## config.mk

```make
export PLATFORM = sky130hd
export DESIGN_NAME = tws_top
export DESIGN_NICKNAME = d
export VERILOG_FILES = /design/src/rtl/tws_pkg.sv /design/src/rtl/tws_top.sv
export SDC_FILE = /design/constraint.sdc
export NUM_CORES = 1
export LEC_CHECK = 0
export BUFFER_PORTS_ARGS = -buffer_cell sky130_fd_sc_hd__buf_4
export CORE_AREA = 2 2 75 95
export DETAILED_ROUTE_END_ITERATION = 8
export DIE_AREA = 0 0 77 97
export PLACE_DENSITY = 0.81
export SYNTH_ARGS = -nofsm -noshare
export SYNTH_HDL_FRONTEND = slang
export SYNTH_SLANG_ARGS = --single-unit
```

## constraint.sdc

```tcl
create_clock -name sys_clk -period 2.5 [get_ports sys_clk]
set_input_delay 0.5 -clock sys_clk [delete_from_list [all_inputs] [get_ports sys_clk]]
set_output_delay 0.5 -clock sys_clk [all_outputs]
set_load 0.01 [all_outputs]
```

## src/rtl/tws_pkg.sv

```systemverilog
// Package: register map, field positions, timing and pin types
package tws_pkg;
	// Register byte offsets
	localparam logic [3:0] TWS_ADDR_MODE   = 4'h0;
	localparam logic [3:0] TWS_ADDR_BUSCTL = 4'h4;
	localparam logic [3:0] TWS_ADDR_SHIFT  = 4'h8;
	localparam logic [3:0] TWS_ADDR_STATUS = 4'hC;
	// serial_mode_control fields
	localparam int TWS_MODE_TXE = 7;
	localparam int TWS_MODE_RXE = 6;
	localparam int TWS_MODE_BUS = 5;
	localparam int TWS_MODE_WUP = 3;
	localparam logic [7:0] TWS_MODE_RST = 8'h00;
	// serial_bus_control fields
	localparam int TWS_BC_BUSY_EN = 7;
	localparam int TWS_BC_ACK_DET = 6;
	localparam int TWS_BC_ACK_EN  = 5;
	localparam int TWS_BC_CMD_DET = 3;
	localparam int TWS_BC_REL_DET = 2;
	localparam logic [7:0] TWS_BC_RST = 8'h00;
	// Status fields
	localparam int TWS_ST_BUSY = 0;
	localparam int TWS_ST_CNT  = 4;
	// Bus responses
	localparam logic [1:0] TWS_RESP_OK  = 2'h0;
	localparam logic [1:0] TWS_RESP_ERR = 2'h2;
	// Internal serial clock half period, rounded up to whole cycles
	localparam int TWS_CLK_PERIOD_NS = 5;
	localparam int TWS_SCK_HALF_NS   = 40;
	localparam int TWS_SCK_HALF_INT  =
		(TWS_SCK_HALF_NS + TWS_CLK_PERIOD_NS - 1) / TWS_CLK_PERIOD_NS;
	localparam logic [7:0] TWS_SCK_HALF = 8'(TWS_SCK_HALF_INT - 1);
	localparam logic [2:0] TWS_LAST_BIT = 3'h7;
	// Transfer states, Gray along idle-run-stop
	typedef enum logic [1:0] {
		TWS_IDLE = 2'h0,
		TWS_RUN  = 2'h1,
		TWS_STOP = 2'h3
	} tws_state_t;
	// Serial pin outputs with enables
	typedef struct packed {
		logic sck_o;
		logic sck_oe;
		logic so_o;
		logic so_oe;
	} tws_pins_t;
endpackage

```

## src/rtl/tws_top.sv

```systemverilog
// Three-wire synchronous serial port with AXI4-Lite register slave
// Overview of operation
// Raise transfer_done_irq at the eighth rising serial clock edge.
// Busy/ack output and release/command/ack detection stay idle in three-wire mode.
// Mode register is 8-bit, read/write, resets to zero.
// Software writes zero into mode bits 2 and 4.
// Software never flips transmit and receive enables oppositely in one write.
// Bus control b7..b0: busy_en ack_det ack_en ack_trig cmd_det rel_det cmd_trig rel_trig.
// Write-only bus control bits read back as zero.
// Bus control is 8-bit, used only in bus mode, resets zero.
// Detected flags clear whenever both enables are zero.
// Data moves eight bits, one per clock, MSB first.
// Output changes on falling edges, input sampled on rising edges.
// Internal clock stops after eighth rising edge and idles high.
// Shift register write with transmit enabled starts a transfer.
// Serial output floats whenever transmit enable is zero.
// Transmit-only transfers still shift serial input in.
// Internal clock first goes low within one clock period of start.
// Transmit cleared, internal clock: stop at next rise, no irq.
// External clock before start causes no shift, output unchanged.
// Transmit cleared, external clock: halt, ignore clock, no irq.
// Receive-only starts on receive enable rise or shift register read.
// Receive cleared, internal clock: stop at next rise, no irq.
// Receive cleared, external clock: halt, ignore clock, no irq.
// Clearing both enables resets the bit counter.
// Both enabled: start on shift write or receive enable rise.
// External serial clock is synchronised before use.
//
// Our own choices: the AXI4-Lite interface to the registers and the address map.
`timescale 1ns/1ps
module tws_top
	import tws_pkg::*;
(
	input  wire logic        sys_clk,
	input  wire logic        rst_n,
	input  wire logic        clk_en,
	input  wire logic [3:0]  s_axi_awaddr,
	input  wire logic        s_axi_awvalid,
	output logic             s_axi_awready,
	input  wire logic [31:0] s_axi_wdata,
	input  wire logic [3:0]  s_axi_wstrb,
	input  wire logic        s_axi_wvalid,
	output logic             s_axi_wready,
	output logic [1:0]       s_axi_bresp,
	output logic             s_axi_bvalid,
	input  wire logic        s_axi_bready,
	input  wire logic [3:0]  s_axi_araddr,
	input  wire logic        s_axi_arvalid,
	output logic             s_axi_arready,
	output logic [31:0]      s_axi_rdata,
	output logic [1:0]       s_axi_rresp,
	output logic             s_axi_rvalid,
	input  wire logic        s_axi_rready,
	input  wire logic        sck_in,
	input  wire logic        si_in,
	output tws_pins_t        pins,
	output logic             transfer_done_irq
);
	localparam int FIRST_LOW_MAX = 17;

	tws_state_t  state_r;
	logic [7:0]  mode_r;
	logic [7:0]  busctl_r;
	logic [2:0]  det_r;
	logic [7:0]  shift_r;
	logic [2:0]  bit_cnt_r;
	logic [7:0]  div_r;
	logic        sck_int_r;
	logic        so_r;
	logic        rxe_q_r;
	logic        irq_r;
	logic        sck_s1_r, sck_s2_r, sck_s3_r;
	logic        si_s1_r, si_s2_r;
	logic        aw_hold_r, w_hold_r;
	logic [3:0]  awaddr_r;
	logic [7:0]  wdata_r;
	logic        wlane_r;
	logic        bvalid_r, rvalid_r;
	logic [1:0]  bresp_r, rresp_r;
	logic [31:0] rdata_r;
	logic        rd_bus_r;

	logic txe, rxe, bus_mode, ext_clk, any_en;
	logic do_wr, ar_hs, wr_shift, rd_shift, start, abort;
	logic tick, ser_rise, ser_fall, ext_rise, ext_fall;

	assign txe      = mode_r[TWS_MODE_TXE];
	assign rxe      = mode_r[TWS_MODE_RXE];
	assign bus_mode = mode_r[TWS_MODE_BUS];
	assign ext_clk  = (mode_r[1:0] == 2'h0);
	assign any_en   = txe | rxe;

	// Two-stage synchronisers; edges taken from stage two onward
	always_ff @(posedge sys_clk or negedge rst_n) begin
		if (!rst_n) begin
			sck_s1_r <= 1'b1;
			sck_s2_r <= 1'b1;
			sck_s3_r <= 1'b1;
			si_s1_r  <= 1'b0;
			si_s2_r  <= 1'b0;
		end else if (clk_en) begin
			sck_s1_r <= sck_in;
			sck_s2_r <= sck_s1_r;
			sck_s3_r <= sck_s2_r;
			si_s1_r  <= si_in;
			si_s2_r  <= si_s1_r;
		end
	end
	assign ext_rise = sck_s2_r & ~sck_s3_r;
	assign ext_fall = ~sck_s2_r & sck_s3_r;

	// Bus write channel: address and data taken in either order
	assign s_axi_awready = !aw_hold_r && !bvalid_r;
	assign s_axi_wready  = !w_hold_r && !bvalid_r;
	assign do_wr         = aw_hold_r && w_hold_r && !bvalid_r;
	assign s_axi_bvalid  = bvalid_r;
	assign s_axi_bresp   = bresp_r;
	always_ff @(posedge sys_clk or negedge rst_n) begin
		if (!rst_n) begin
			aw_hold_r <= 1'b0;
			w_hold_r  <= 1'b0;
			awaddr_r  <= 4'h0;
			wdata_r   <= 8'h00;
			wlane_r   <= 1'b0;
			bvalid_r  <= 1'b0;
			bresp_r   <= TWS_RESP_OK;
		end else if (clk_en) begin
			if (s_axi_awvalid && s_axi_awready) begin
				aw_hold_r <= 1'b1;
				awaddr_r  <= {s_axi_awaddr[3:2], 2'h0};
			end
			if (s_axi_wvalid && s_axi_wready) begin
				w_hold_r <= 1'b1;
				wdata_r  <= s_axi_wdata[7:0];
				wlane_r  <= s_axi_wstrb[0];
			end
			if (do_wr) begin
				aw_hold_r <= 1'b0;
				w_hold_r  <= 1'b0;
				bvalid_r  <= 1'b1;
				bresp_r   <= (awaddr_r == TWS_ADDR_STATUS) ? TWS_RESP_ERR : TWS_RESP_OK;
			end else if (bvalid_r && s_axi_bready) begin
				bvalid_r <= 1'b0;
			end
		end
	end
	assign wr_shift = do_wr && wlane_r && (awaddr_r == TWS_ADDR_SHIFT);

	// Bus read channel; shift register read can kick off reception
	assign s_axi_arready = !rvalid_r;
	assign ar_hs         = s_axi_arvalid && !rvalid_r;
	assign rd_shift      = ar_hs && (s_axi_araddr[3:2] == TWS_ADDR_SHIFT[3:2]);
	assign s_axi_rvalid  = rvalid_r;
	assign s_axi_rdata   = rdata_r;
	assign s_axi_rresp   = rresp_r;
	always_ff @(posedge sys_clk or negedge rst_n) begin
		if (!rst_n) begin
			rvalid_r <= 1'b0;
			rdata_r  <= 32'h0000_0000;
			rresp_r  <= TWS_RESP_OK;
			rd_bus_r <= 1'b0;
		end else if (clk_en) begin
			if (ar_hs) begin
				rvalid_r <= 1'b1;
				rresp_r  <= TWS_RESP_OK;
				rd_bus_r <= 1'b0;
				case ({s_axi_araddr[3:2], 2'h0})
					TWS_ADDR_MODE:   rdata_r <= {24'h000000, mode_r};
					TWS_ADDR_BUSCTL: begin
						// Trigger bits are write-only and read as zero
						rdata_r  <= {24'h000000, busctl_r[TWS_BC_BUSY_EN], det_r[2],
							busctl_r[TWS_BC_ACK_EN], 1'b0, det_r[1], det_r[0],
							2'h0};
						rd_bus_r <= 1'b1;
					end
					TWS_ADDR_SHIFT:  rdata_r <= {24'h000000, shift_r};
					TWS_ADDR_STATUS: rdata_r <= {25'h0000000, bit_cnt_r, 3'h0,
						state_r != TWS_IDLE};
					default: begin
						rdata_r <= 32'h0000_0000;
						rresp_r <= TWS_RESP_ERR;
					end
				endcase
			end else if (rvalid_r && s_axi_rready) begin
				rvalid_r <= 1'b0;
			end
		end
	end

	// Mode register, all bits stored as written
	always_ff @(posedge sys_clk or negedge rst_n) begin
		if (!rst_n) begin
			mode_r <= TWS_MODE_RST;
		end else if (clk_en && do_wr && wlane_r && awaddr_r == TWS_ADDR_MODE) begin
			mode_r <= wdata_r;
		end
	end

	// Bus control: only the read/write bits hold state here
	always_ff @(posedge sys_clk or negedge rst_n) begin
		if (!rst_n) begin
			busctl_r <= TWS_BC_RST;
		end else if (clk_en && do_wr && wlane_r && awaddr_r == TWS_ADDR_BUSCTL) begin
			busctl_r <= wdata_r & 8'hA0;
		end
	end

	// Detection flags; detectors never run in three-wire mode
	always_ff @(posedge sys_clk or negedge rst_n) begin
		if (!rst_n) begin
			det_r <= 3'h0;
		end else if (clk_en) begin
			if (!any_en) begin
				det_r <= 3'h0;
			end else if (!bus_mode) begin
				det_r <= 3'h0;
			end
		end
	end

	// Receive enable history for the 0-to-1 start condition
	always_ff @(posedge sys_clk or negedge rst_n) begin
		if (!rst_n) begin
			rxe_q_r <= 1'b0;
		end else if (clk_en) begin
			rxe_q_r <= rxe;
		end
	end

	// Start and abort decode; bus mode is not built, so it never starts
	always_comb begin
		start = 1'b0;
		if (state_r == TWS_IDLE && !bus_mode) begin
			if (txe && wr_shift) begin
				start = 1'b1;
			end else if (rxe && !rxe_q_r) begin
				start = 1'b1;
			end else if (rxe && !txe && rd_shift) begin
				start = 1'b1;
			end
		end
	end
	assign abort = (state_r == TWS_RUN) && !any_en;

	// Internal clock divider: runs only while a transfer is live
	assign tick = (div_r == TWS_SCK_HALF);
	always_ff @(posedge sys_clk or negedge rst_n) begin
		if (!rst_n) begin
			div_r     <= 8'h00;
			sck_int_r <= 1'b1;
		end else if (clk_en) begin
			if (state_r == TWS_IDLE || ext_clk) begin
				div_r     <= 8'h00;
				sck_int_r <= 1'b1;
			end else if (tick) begin
				div_r     <= 8'h00;
				sck_int_r <= ~sck_int_r;
			end else begin
				div_r <= div_r + 8'h01;
			end
		end
	end

	// Serial edges, ignored outside a transfer
	always_comb begin
		ser_rise = 1'b0;
		ser_fall = 1'b0;
		if (state_r != TWS_IDLE) begin
			if (ext_clk) begin
				ser_rise = ext_rise;
				ser_fall = ext_fall;
			end else begin
				ser_rise = tick && !sck_int_r;
				ser_fall = tick && sck_int_r;
			end
		end
	end

	// Transfer sequencer and bit counter
	always_ff @(posedge sys_clk or negedge rst_n) begin
		if (!rst_n) begin
			state_r   <= TWS_IDLE;
			bit_cnt_r <= 3'h0;
			irq_r     <= 1'b0;
		end else if (clk_en) begin
			irq_r <= 1'b0;
			if (!any_en) begin
				bit_cnt_r <= 3'h0;
			end
			case (state_r)
				TWS_IDLE: begin
					if (start) begin
						state_r   <= TWS_RUN;
						bit_cnt_r <= 3'h0;
					end
				end
				TWS_RUN: begin
					if (abort) begin
						// External clock halts at once, internal waits for a rise
						state_r <= ext_clk ? TWS_IDLE : TWS_STOP;
					end else if (ser_rise) begin
						bit_cnt_r <= bit_cnt_r + 3'h1;
						if (bit_cnt_r == TWS_LAST_BIT) begin
							state_r <= TWS_IDLE;
							irq_r   <= 1'b1;
						end
					end
				end
				TWS_STOP: begin
					if (ser_rise) begin
						state_r <= TWS_IDLE;
					end
				end
				default: state_r <= TWS_IDLE;
			endcase
		end
	end
	assign transfer_done_irq = irq_r;

	// Shift register: loaded by software, sampled on rising edges
	always_ff @(posedge sys_clk or negedge rst_n) begin
		if (!rst_n) begin
			shift_r <= 8'h00;
		end else if (clk_en) begin
			if (state_r == TWS_IDLE && wr_shift) begin
				shift_r <= wdata_r;
			end else if (state_r == TWS_RUN && ser_rise) begin
				shift_r <= {shift_r[6:0], si_s2_r};
			end
		end
	end

	// Output latch changes only on falling edges of a live transfer
	always_ff @(posedge sys_clk or negedge rst_n) begin
		if (!rst_n) begin
			so_r <= 1'b1;
		end else if (clk_en && state_r == TWS_RUN && ser_fall && txe) begin
			so_r <= shift_r[7];
		end
	end

	// Pins: clock driven only with internal source
	assign pins.sck_o  = sck_int_r;
	assign pins.sck_oe = !ext_clk && !bus_mode;
	assign pins.so_o   = so_r;
	assign pins.so_oe  = txe && !bus_mode;
endmodule

```

==> flow_metrics.tcl, run 1 <==
set metrics [dict create \
    status "finished clean" \
    antenna_found_initial 0 \
    drv_cap 0 \
    p_leak_nw 1.771 \
    worstSetupEndpointType "register" \
    core-area_sq_um 6524 \
    arrival_ns 2.26 \
    grt_max_degree 65 \
    routed_wl_microns 6295 \
    crit_slowest_cell "or4_4" \
    synth_flop_cell "dfrtp_1" \
    cp_max_fo 8 \
    final_common_cell "dfrtp_1" \
    yosysSeqAreaShare_pct 48.04 \
    fin_tns_setup_ns 0 \
    clk_path_buf_depth 2 \
    fin_cells 430 \
    cts_resized 0 \
    period_needed_ns 2.036 \
    grt_pass1_vias 2267 \
    synth.avg_cell_area_sq_um 11.35 \
    synth_edf_count 0 \
    io_pins 100 \
    die_width_microns 77 \
    drive_above_1_share_pct 34.99 \
    syn_area_sq_um 3347 \
    dieArea_sq_um 7469 \
    fmax_ghz 0.4912 \
    worst_pin_slew_ns 0.7801 \
    viasPerCell 5.314 \
    slew_viol_final 0 \
    r2r_end "shift_r[6]" \
    rsz0062_at_grt "false" \
    numPortBuffers 41 \
    cts-htree-levels 3 \
    cp-start-kind "register" \
    grt_pass1_wl_microns 10850 \
    grt_usage_pct 18.37 \
    max_slew_margin_pct 47.99 \
    yosysWarnings 0 \
    syn_inst 295 \
    clkLatencyLatePin_ns 0.35 \
    slowest_delay_ns 0.60 \
    final_cell_mix "dfrtp_1, buf_4, mux2_2" \
    hold_buffers 0 \
    synthArstFlopShare_pct 100.0 \
    finalSetupViolCount 0 \
    firstDrtPassIters 4 \
    nFillCells 556 \
    numClockSinks 64 \
    cellPowerDensity_nw_per_um2 1000 \
    numCtsBuffers 9 \
    dp_cells 414 \
    rrSetupSlack_ns 0.46 \
    ir_drop_v 0.0005552 \
    setup.worst_path.end "shift_r[6]" \
    finalWeightedCongestion 0.7722 \
    critPathKind "reg2reg" \
    clkTransAtPathRegs_ns 0.08 \
    rr_worst_depth 4 \
    drc_errors 0 \
    cts_setup_buffers 0 \
    grt-ovfl-total 0 \
    post_drt_wl_per_cell_microns 14.64 \
    cp-startpoint "div_r[5]" \
    fin_nets 395 \
    die_y_microns 97 \
    areaGrowthSynthToFinish_pct 14.80 \
    crit_required_ns 2.73 \
    antenna_left 0 \
    post-route-util_pct 58.90 \
    n_antenna_cell 0 \
    cts_tree "done" \
    hold_viol 0 \
    finalCritPeriodShare_pct 81.43 \
    rows 33 \
    synth_cell_types 53 \
    finClkSkew_ns 0.01244 \
    post-dp-hpwl_microns 4573 \
    vias 2285 \
    initialDrtViolationCount 100 \
    root_buffer "clkbuf_8" \
    r2r_start "div_r[5]" \
    totalPowerFinal_mw 3.844 \
    crit_chain "or4_4, o311ai_4, nand3_4, mux2_1" \
    start_util_pct 51.30 \
    hold_path_class "in2async" \
    synth_seq_cells 64 \
]
cells in the mapped netlist (5+ instances only):
cell type | instances | area (sq um)
a31oi_1 | 7 | 43.79
buf_4 | 30 | 225.2
clkbuf_1 | 6 | 22.52
dfrtp_1 | 59 | 1476
dfstp_2 | 5 | 131.4
inv_1 | 7 | 26.28
mux2_2 | 44 | 495.5
mux2i_1 | 8 | 80.08
nand2_1 | 22 | 82.58
nand3_1 | 8 | 40.04
nor2_1 | 17 | 63.81
o21ai_0 | 15 | 75.07
where the power goes:
| group | switching, mW | leakage, nW | internal [mW] | total [mW] |
|---|---|---|---|---|
| logic | 0.531 | 0.856 | 0.656 | 1.19 |
| registers | 0.367 | 0.816 | 1.38 | 1.75 |
| clock network | 0.416 | 0.0989 | 0.490 | 0.906 |
| total | 1.31 | 1.77 | 2.53 | 3.84 |
how the worst min path moves through the flow:
stage / from / endpoint / slack (ns) / cells past startpoint
after floorplan: rst_n / aw_hold_r / 0.20 / 0
after detailed placement: s_axi_bresp[1] / s_axi_bresp[1] / 0.48 / 2
final: rst_n / si_s1_r / 0.22 / 1
after CTS: rst_n / div_r[0] / 0.25 / 1
after global routing: rst_n / si_s1_r / 0.29 / 1
after global placement: s_axi_rdata[3] / s_axi_rdata[3] / 0.47 / 2
metal layers:
layer  vias up  track usage (%)  part of all wire, %
met5         -                0                    0
met4         0            8.242                  1.7
met3        10            3.638                  3.9
met2        62            30.97                   53
met1      1118            22.74                   42
li1       1095                -                    -
kinds of logic (layout without fill, tap and decap cells):
kind of cell             after synthesis  after routing  synth area share, %
AO/OA/AOI/OAI                         44             44                9.271
multiplexers                          54             54                18.21
flip-flops                            64             64                48.04
XOR/XNOR                               4              4                1.047
AND/OR/NAND/NOR                       79             79                13.64
buffers and inverters                 46             68                8.561
other                                  1             27               0.1120
adder cells (fa/ha/maj)                3              3                1.122
registers in the layout, indices dropped and copies added (netlist names), 2 cells and up:
name / cells
mode_r: 8
shift_r: 8
s_axi_rdata: 8
state_r: 2
awaddr_r: 2
div_r: 8
wdata_r: 8
bit_cnt_r: 3
busctl_r: 2
final cells by class:
type / count / area (sq um) / area share (%)
multi-input cells: 211 / 1556 / 40.51
inverters: 7 / 26.28 / 0.6838
well taps: 87 / 108.9 / 2.833
repair buffers: 45 / 337.8 / 8.792
flip-flops and latches: 64 / 1608 / 41.84
clock inverters: 6 / 67.56 / 1.758
clock buffers: 10 / 137.6 / 3.582
worst max-delay path: cells and delay by family (launching register included):
family             cells  cell delay (ns)
AOI/OAI and AO/OA      1             0.35
DFF                    1             0.42
muxes                  1             0.36
and+or+nand+nor        2             0.78
through the flow:
| stage | worst slack, ns | area (sq um) | hold WS (ns) |
|---|---|---|---|
| after floorplan | 0.4932 | 3445 | 0.2044 |
| after global placement | 0.5088 | 3637 | 0.4670 |
| after detailed placement | 0.5044 | 3637 | 0.4756 |
| after CTS | 0.4500 | 3842 | 0.2515 |
| after global routing | 0.3381 | 3842 | 0.2948 |
| final | 0.4643 | 3842 | 0.2249 |
Power figures use the tool's default switching activity.
==> run 2: changes to the inputs <==
--- a/config.mk
+++ b/config.mk
@@ -5,11 +5,12 @@
 export SDC_FILE = /design/constraint.sdc
 export NUM_CORES = 1
 export LEC_CHECK = 0
+export ABC_AREA = 1
 export BUFFER_PORTS_ARGS = -buffer_cell sky130_fd_sc_hd__buf_4
-export CORE_AREA = 2 2 75 95
+export CORE_AREA = 2 2 80 101
 export DETAILED_ROUTE_END_ITERATION = 8
-export DIE_AREA = 0 0 77 97
-export PLACE_DENSITY = 0.81
+export DIE_AREA = 0 0 82 103
+export PLACE_DENSITY = 0.76
 export SYNTH_ARGS = -nofsm -noshare
 export SYNTH_HDL_FRONTEND = slang
 export SYNTH_SLANG_ARGS = --single-unit
==> constraint.sdc (replaced) <==
create_clock -name sys_clk -period 1.7 [get_ports sys_clk]
set_input_delay 0.34 -clock sys_clk [delete_from_list [all_inputs] [get_ports sys_clk]]
set_output_delay 0.34 -clock sys_clk [all_outputs]
set_load 0.01 [all_outputs]
==> run 2 against run 1 <==
Compared with the run above: sequential share of layout area down 1.8 points; die area up 13%; non-clock buffer count up 13; hold slack worse by 0.023 ns; synthesized cell count up 44%; via count up 28%; first-iteration DRC count up 76%; synthesized area up 1.5%; largest cell class unchanged; largest power group unchanged.
==> flow_metrics.tcl, run 2 <==
set metrics [dict create \
    max_slew_margin_pct 65.97 \
    ir_drop_v 0.0008183 \
    post-route-util_pct 53.08 \
    synth_cell_types 36 \
    firstDrtPassIters 5 \
    fin_ws_ns 0.1000 \
    grt_max_degree 44 \
    place_area_sq_um 3791 \
    rows 36 \
    dp_cells 563 \
    seq_power_share_pct 42.8 \
    slew_viol_final 0 \
    status "finished clean" \
    finalWeightedCongestion 0.8528 \
    areaGrowthSynthToFinish_pct 18.19 \
    crit_chain "nor2_4, nor2_1, buf_4" \
    critPathKind "reg2out" \
    worstSetupEndpointType "primary output" \
    synth_common_cells "nand2_1, dfrtp_1, inv_1" \
    syn_area_sq_um 3398 \
    hold_viol 0 \
    numPortBuffers 41 \
    grt_pass1_vias 2846 \
    yosysMostFrequentCell "nand2_1" \
    synth_xor_area_share_pct 0 \
    worst_pin_slew_ns 0.5058 \
    die_y_microns 103 \
    initialDrtViolationCount 176 \
    clkLatencyLatePin_ns 0.35 \
    antenna_found_initial 0 \
    totalPowerFinal_mw 5.594 \
    period_needed_ns 1.600 \
    clkTransAtPathRegs_ns 0.07 \
    swShare_pct 39.11 \
    synth-simple-area-share_pct 25.85 \
    synth_top_family_by_area "simple AND/OR/NAND/NOR gates" \
    yosysWarnings 0 \
    arrival_ns 1.26 \
    fin_cells 583 \
    netlist.area_leader.share_pct 43.45 \
    die_width_microns 82 \
    slowest_delay_ns 0.44 \
    grt-ovfl-total 0 \
    final_common_cell "nand2_1" \
    final_cell_mix "nand2_1, dfrtp_1, buf_4" \
    dieArea_sq_um 8446 \
    yosysSeqAreaShare_pct 47.31 \
    viasPerCell 5.034 \
    fmax_ghz 0.6250 \
    drc_errors 0 \
    finalSetupViolCount 0 \
    synth_adder_area_share_pct 1.105 \
    crit_slowest_cell "dfrtp_1" \
    fin_tns_setup_ns 0 \
    numClockSinks 64 \
    synth_edf_count 0 \
    post_drt_wl_per_cell_microns 12.82 \
    cp-start-kind "register" \
    synth_seq_cells 64 \
    drv_cap 0 \
    pre_cts_ws_ns 0.06100 \
    synth_top_area_cell "dfrtp_1" \
    grt_usage_pct 19.86 \
    cts_tree "done" \
    finClkSkew_ns 0.009675 \
    fin_nets 540 \
    io_pins 100 \
    cp_max_fo 6 \
    drive_above_1_share_pct 20.49 \
    hold_path_class "in2reg" \
    start_util_pct 44.91 \
    synth_compound_area_share_pct 12.11 \
    routed_wl_microns 7475 \
    synthArstFlopShare_pct 100.0 \
    finalCritPeriodShare_pct 94.12 \
    n_antenna_cell 0 \
    p_comb_share_pct 36.8 \
    rr_worst_depth 10 \
    yosys-top-cells-area "dfrtp_1, nand2_1, buf_4, inv_1, dfstp_2" \
    synth_flop_cell "dfrtp_1" \
    clk_path_buf_depth 2 \
    post-dp-hpwl_microns 5527 \
    vias 2935 \
    grt_pass1_wl_microns 12670 \
    pwr-share-clk_pct 20.4 \
    hold_ws_ns 0.2016 \
    cellPowerDensity_nw_per_um2 1393 \
    synthMuxAreaShare_pct 0 \
    min_path_cells 3 \
    cts-htree-levels 3 \
    p_leak_nw 2.076 \
    synth.avg_cell_area_sq_um 7.996 \
    crit_required_ns 1.36 \
    numCtsBuffers 9 \
    p_int_mw 3.406 \
    core-area_sq_um 7567 \
    syn_inst 425 \
    antenna_left 0 \
    power.switching_mw 2.188 \
    stdcell_area_sq_um 4016 \
    root_buffer "clkbuf_8" \
]
==> run 2: layout make-up <==
class                      instances  area, sq um
clock buffer                      13        148.9
clock inverter                     3        17.52
fill                             703         3551
inverter                          54        205.2
multi-input combinational        296         1454
sequential                        64         1609
tap                               95        118.9
timing repair buffer              58        462.9
==> run 2: path summary, 6_finish.rpt <==
check	end	start	slack [ns]
max in group asynchronous	sck_s1_r	rst_n	0.71
hold reg to reg	sck_s1_r	sck_s1_r	0.47
hold / removal	sck_s1_r	sck_in	0.20
setup / recovery	pins[2]	mode_r[0]	0.10
setup reg to reg	shift_r[1]	div_r[0]	0.11
min in group asynchronous	mode_r[0]	rst_n	0.41
==> run 2: metal layers <==
layer / up-vias / share of wire, % / global-route usage, %
met3: 19 / 4.1 / 2.977
met2: 100 / 52 / 34.02
met1: 1402 / 41 / 23.34
li1: 1414 / - / -
met4: 0 / 3.0 / 11.79
met5: - / 0 / 0
==> run 2: cells by family after synthesis <==
group	Yosys count
other cells	1
simple gates	196
flops	64
buf+inv	91
compound gates	70
fa+ha+maj	3
==> run 2: repair_timing <==
item                                   in CTS  in global routing
endpoints found under the hold margin      21                  0
hold buffers                                1                  0
gates resized for setup                     0                  6
setup endpoints to repair                   0                 19
buffers inserted                            0                  3
==> run 2: worst max-delay path: cells and delay by family (launching register included) <==
| family | cells | cell delay [ns] |
|---|---|---|
| DFF | 1 | 0.44 |
| and+or+nand+nor | 2 | 0.31 |
| buffers and inverters | 1 | 0.15 |
==> run 2: power by group through the flow <==
stage / Sequential (mW) / Clock (mW) / Combinational [mW]
global placement: 2.39 / 0 / 1.90
finish: 2.40 / 1.14 / 2.06
global route: 2.47 / 1.25 / 2.35
CTS: 2.38 / 1.15 / 1.99
detailed placement: 2.41 / 0 / 1.97
floorplan: 2.36 / 0 / 1.33
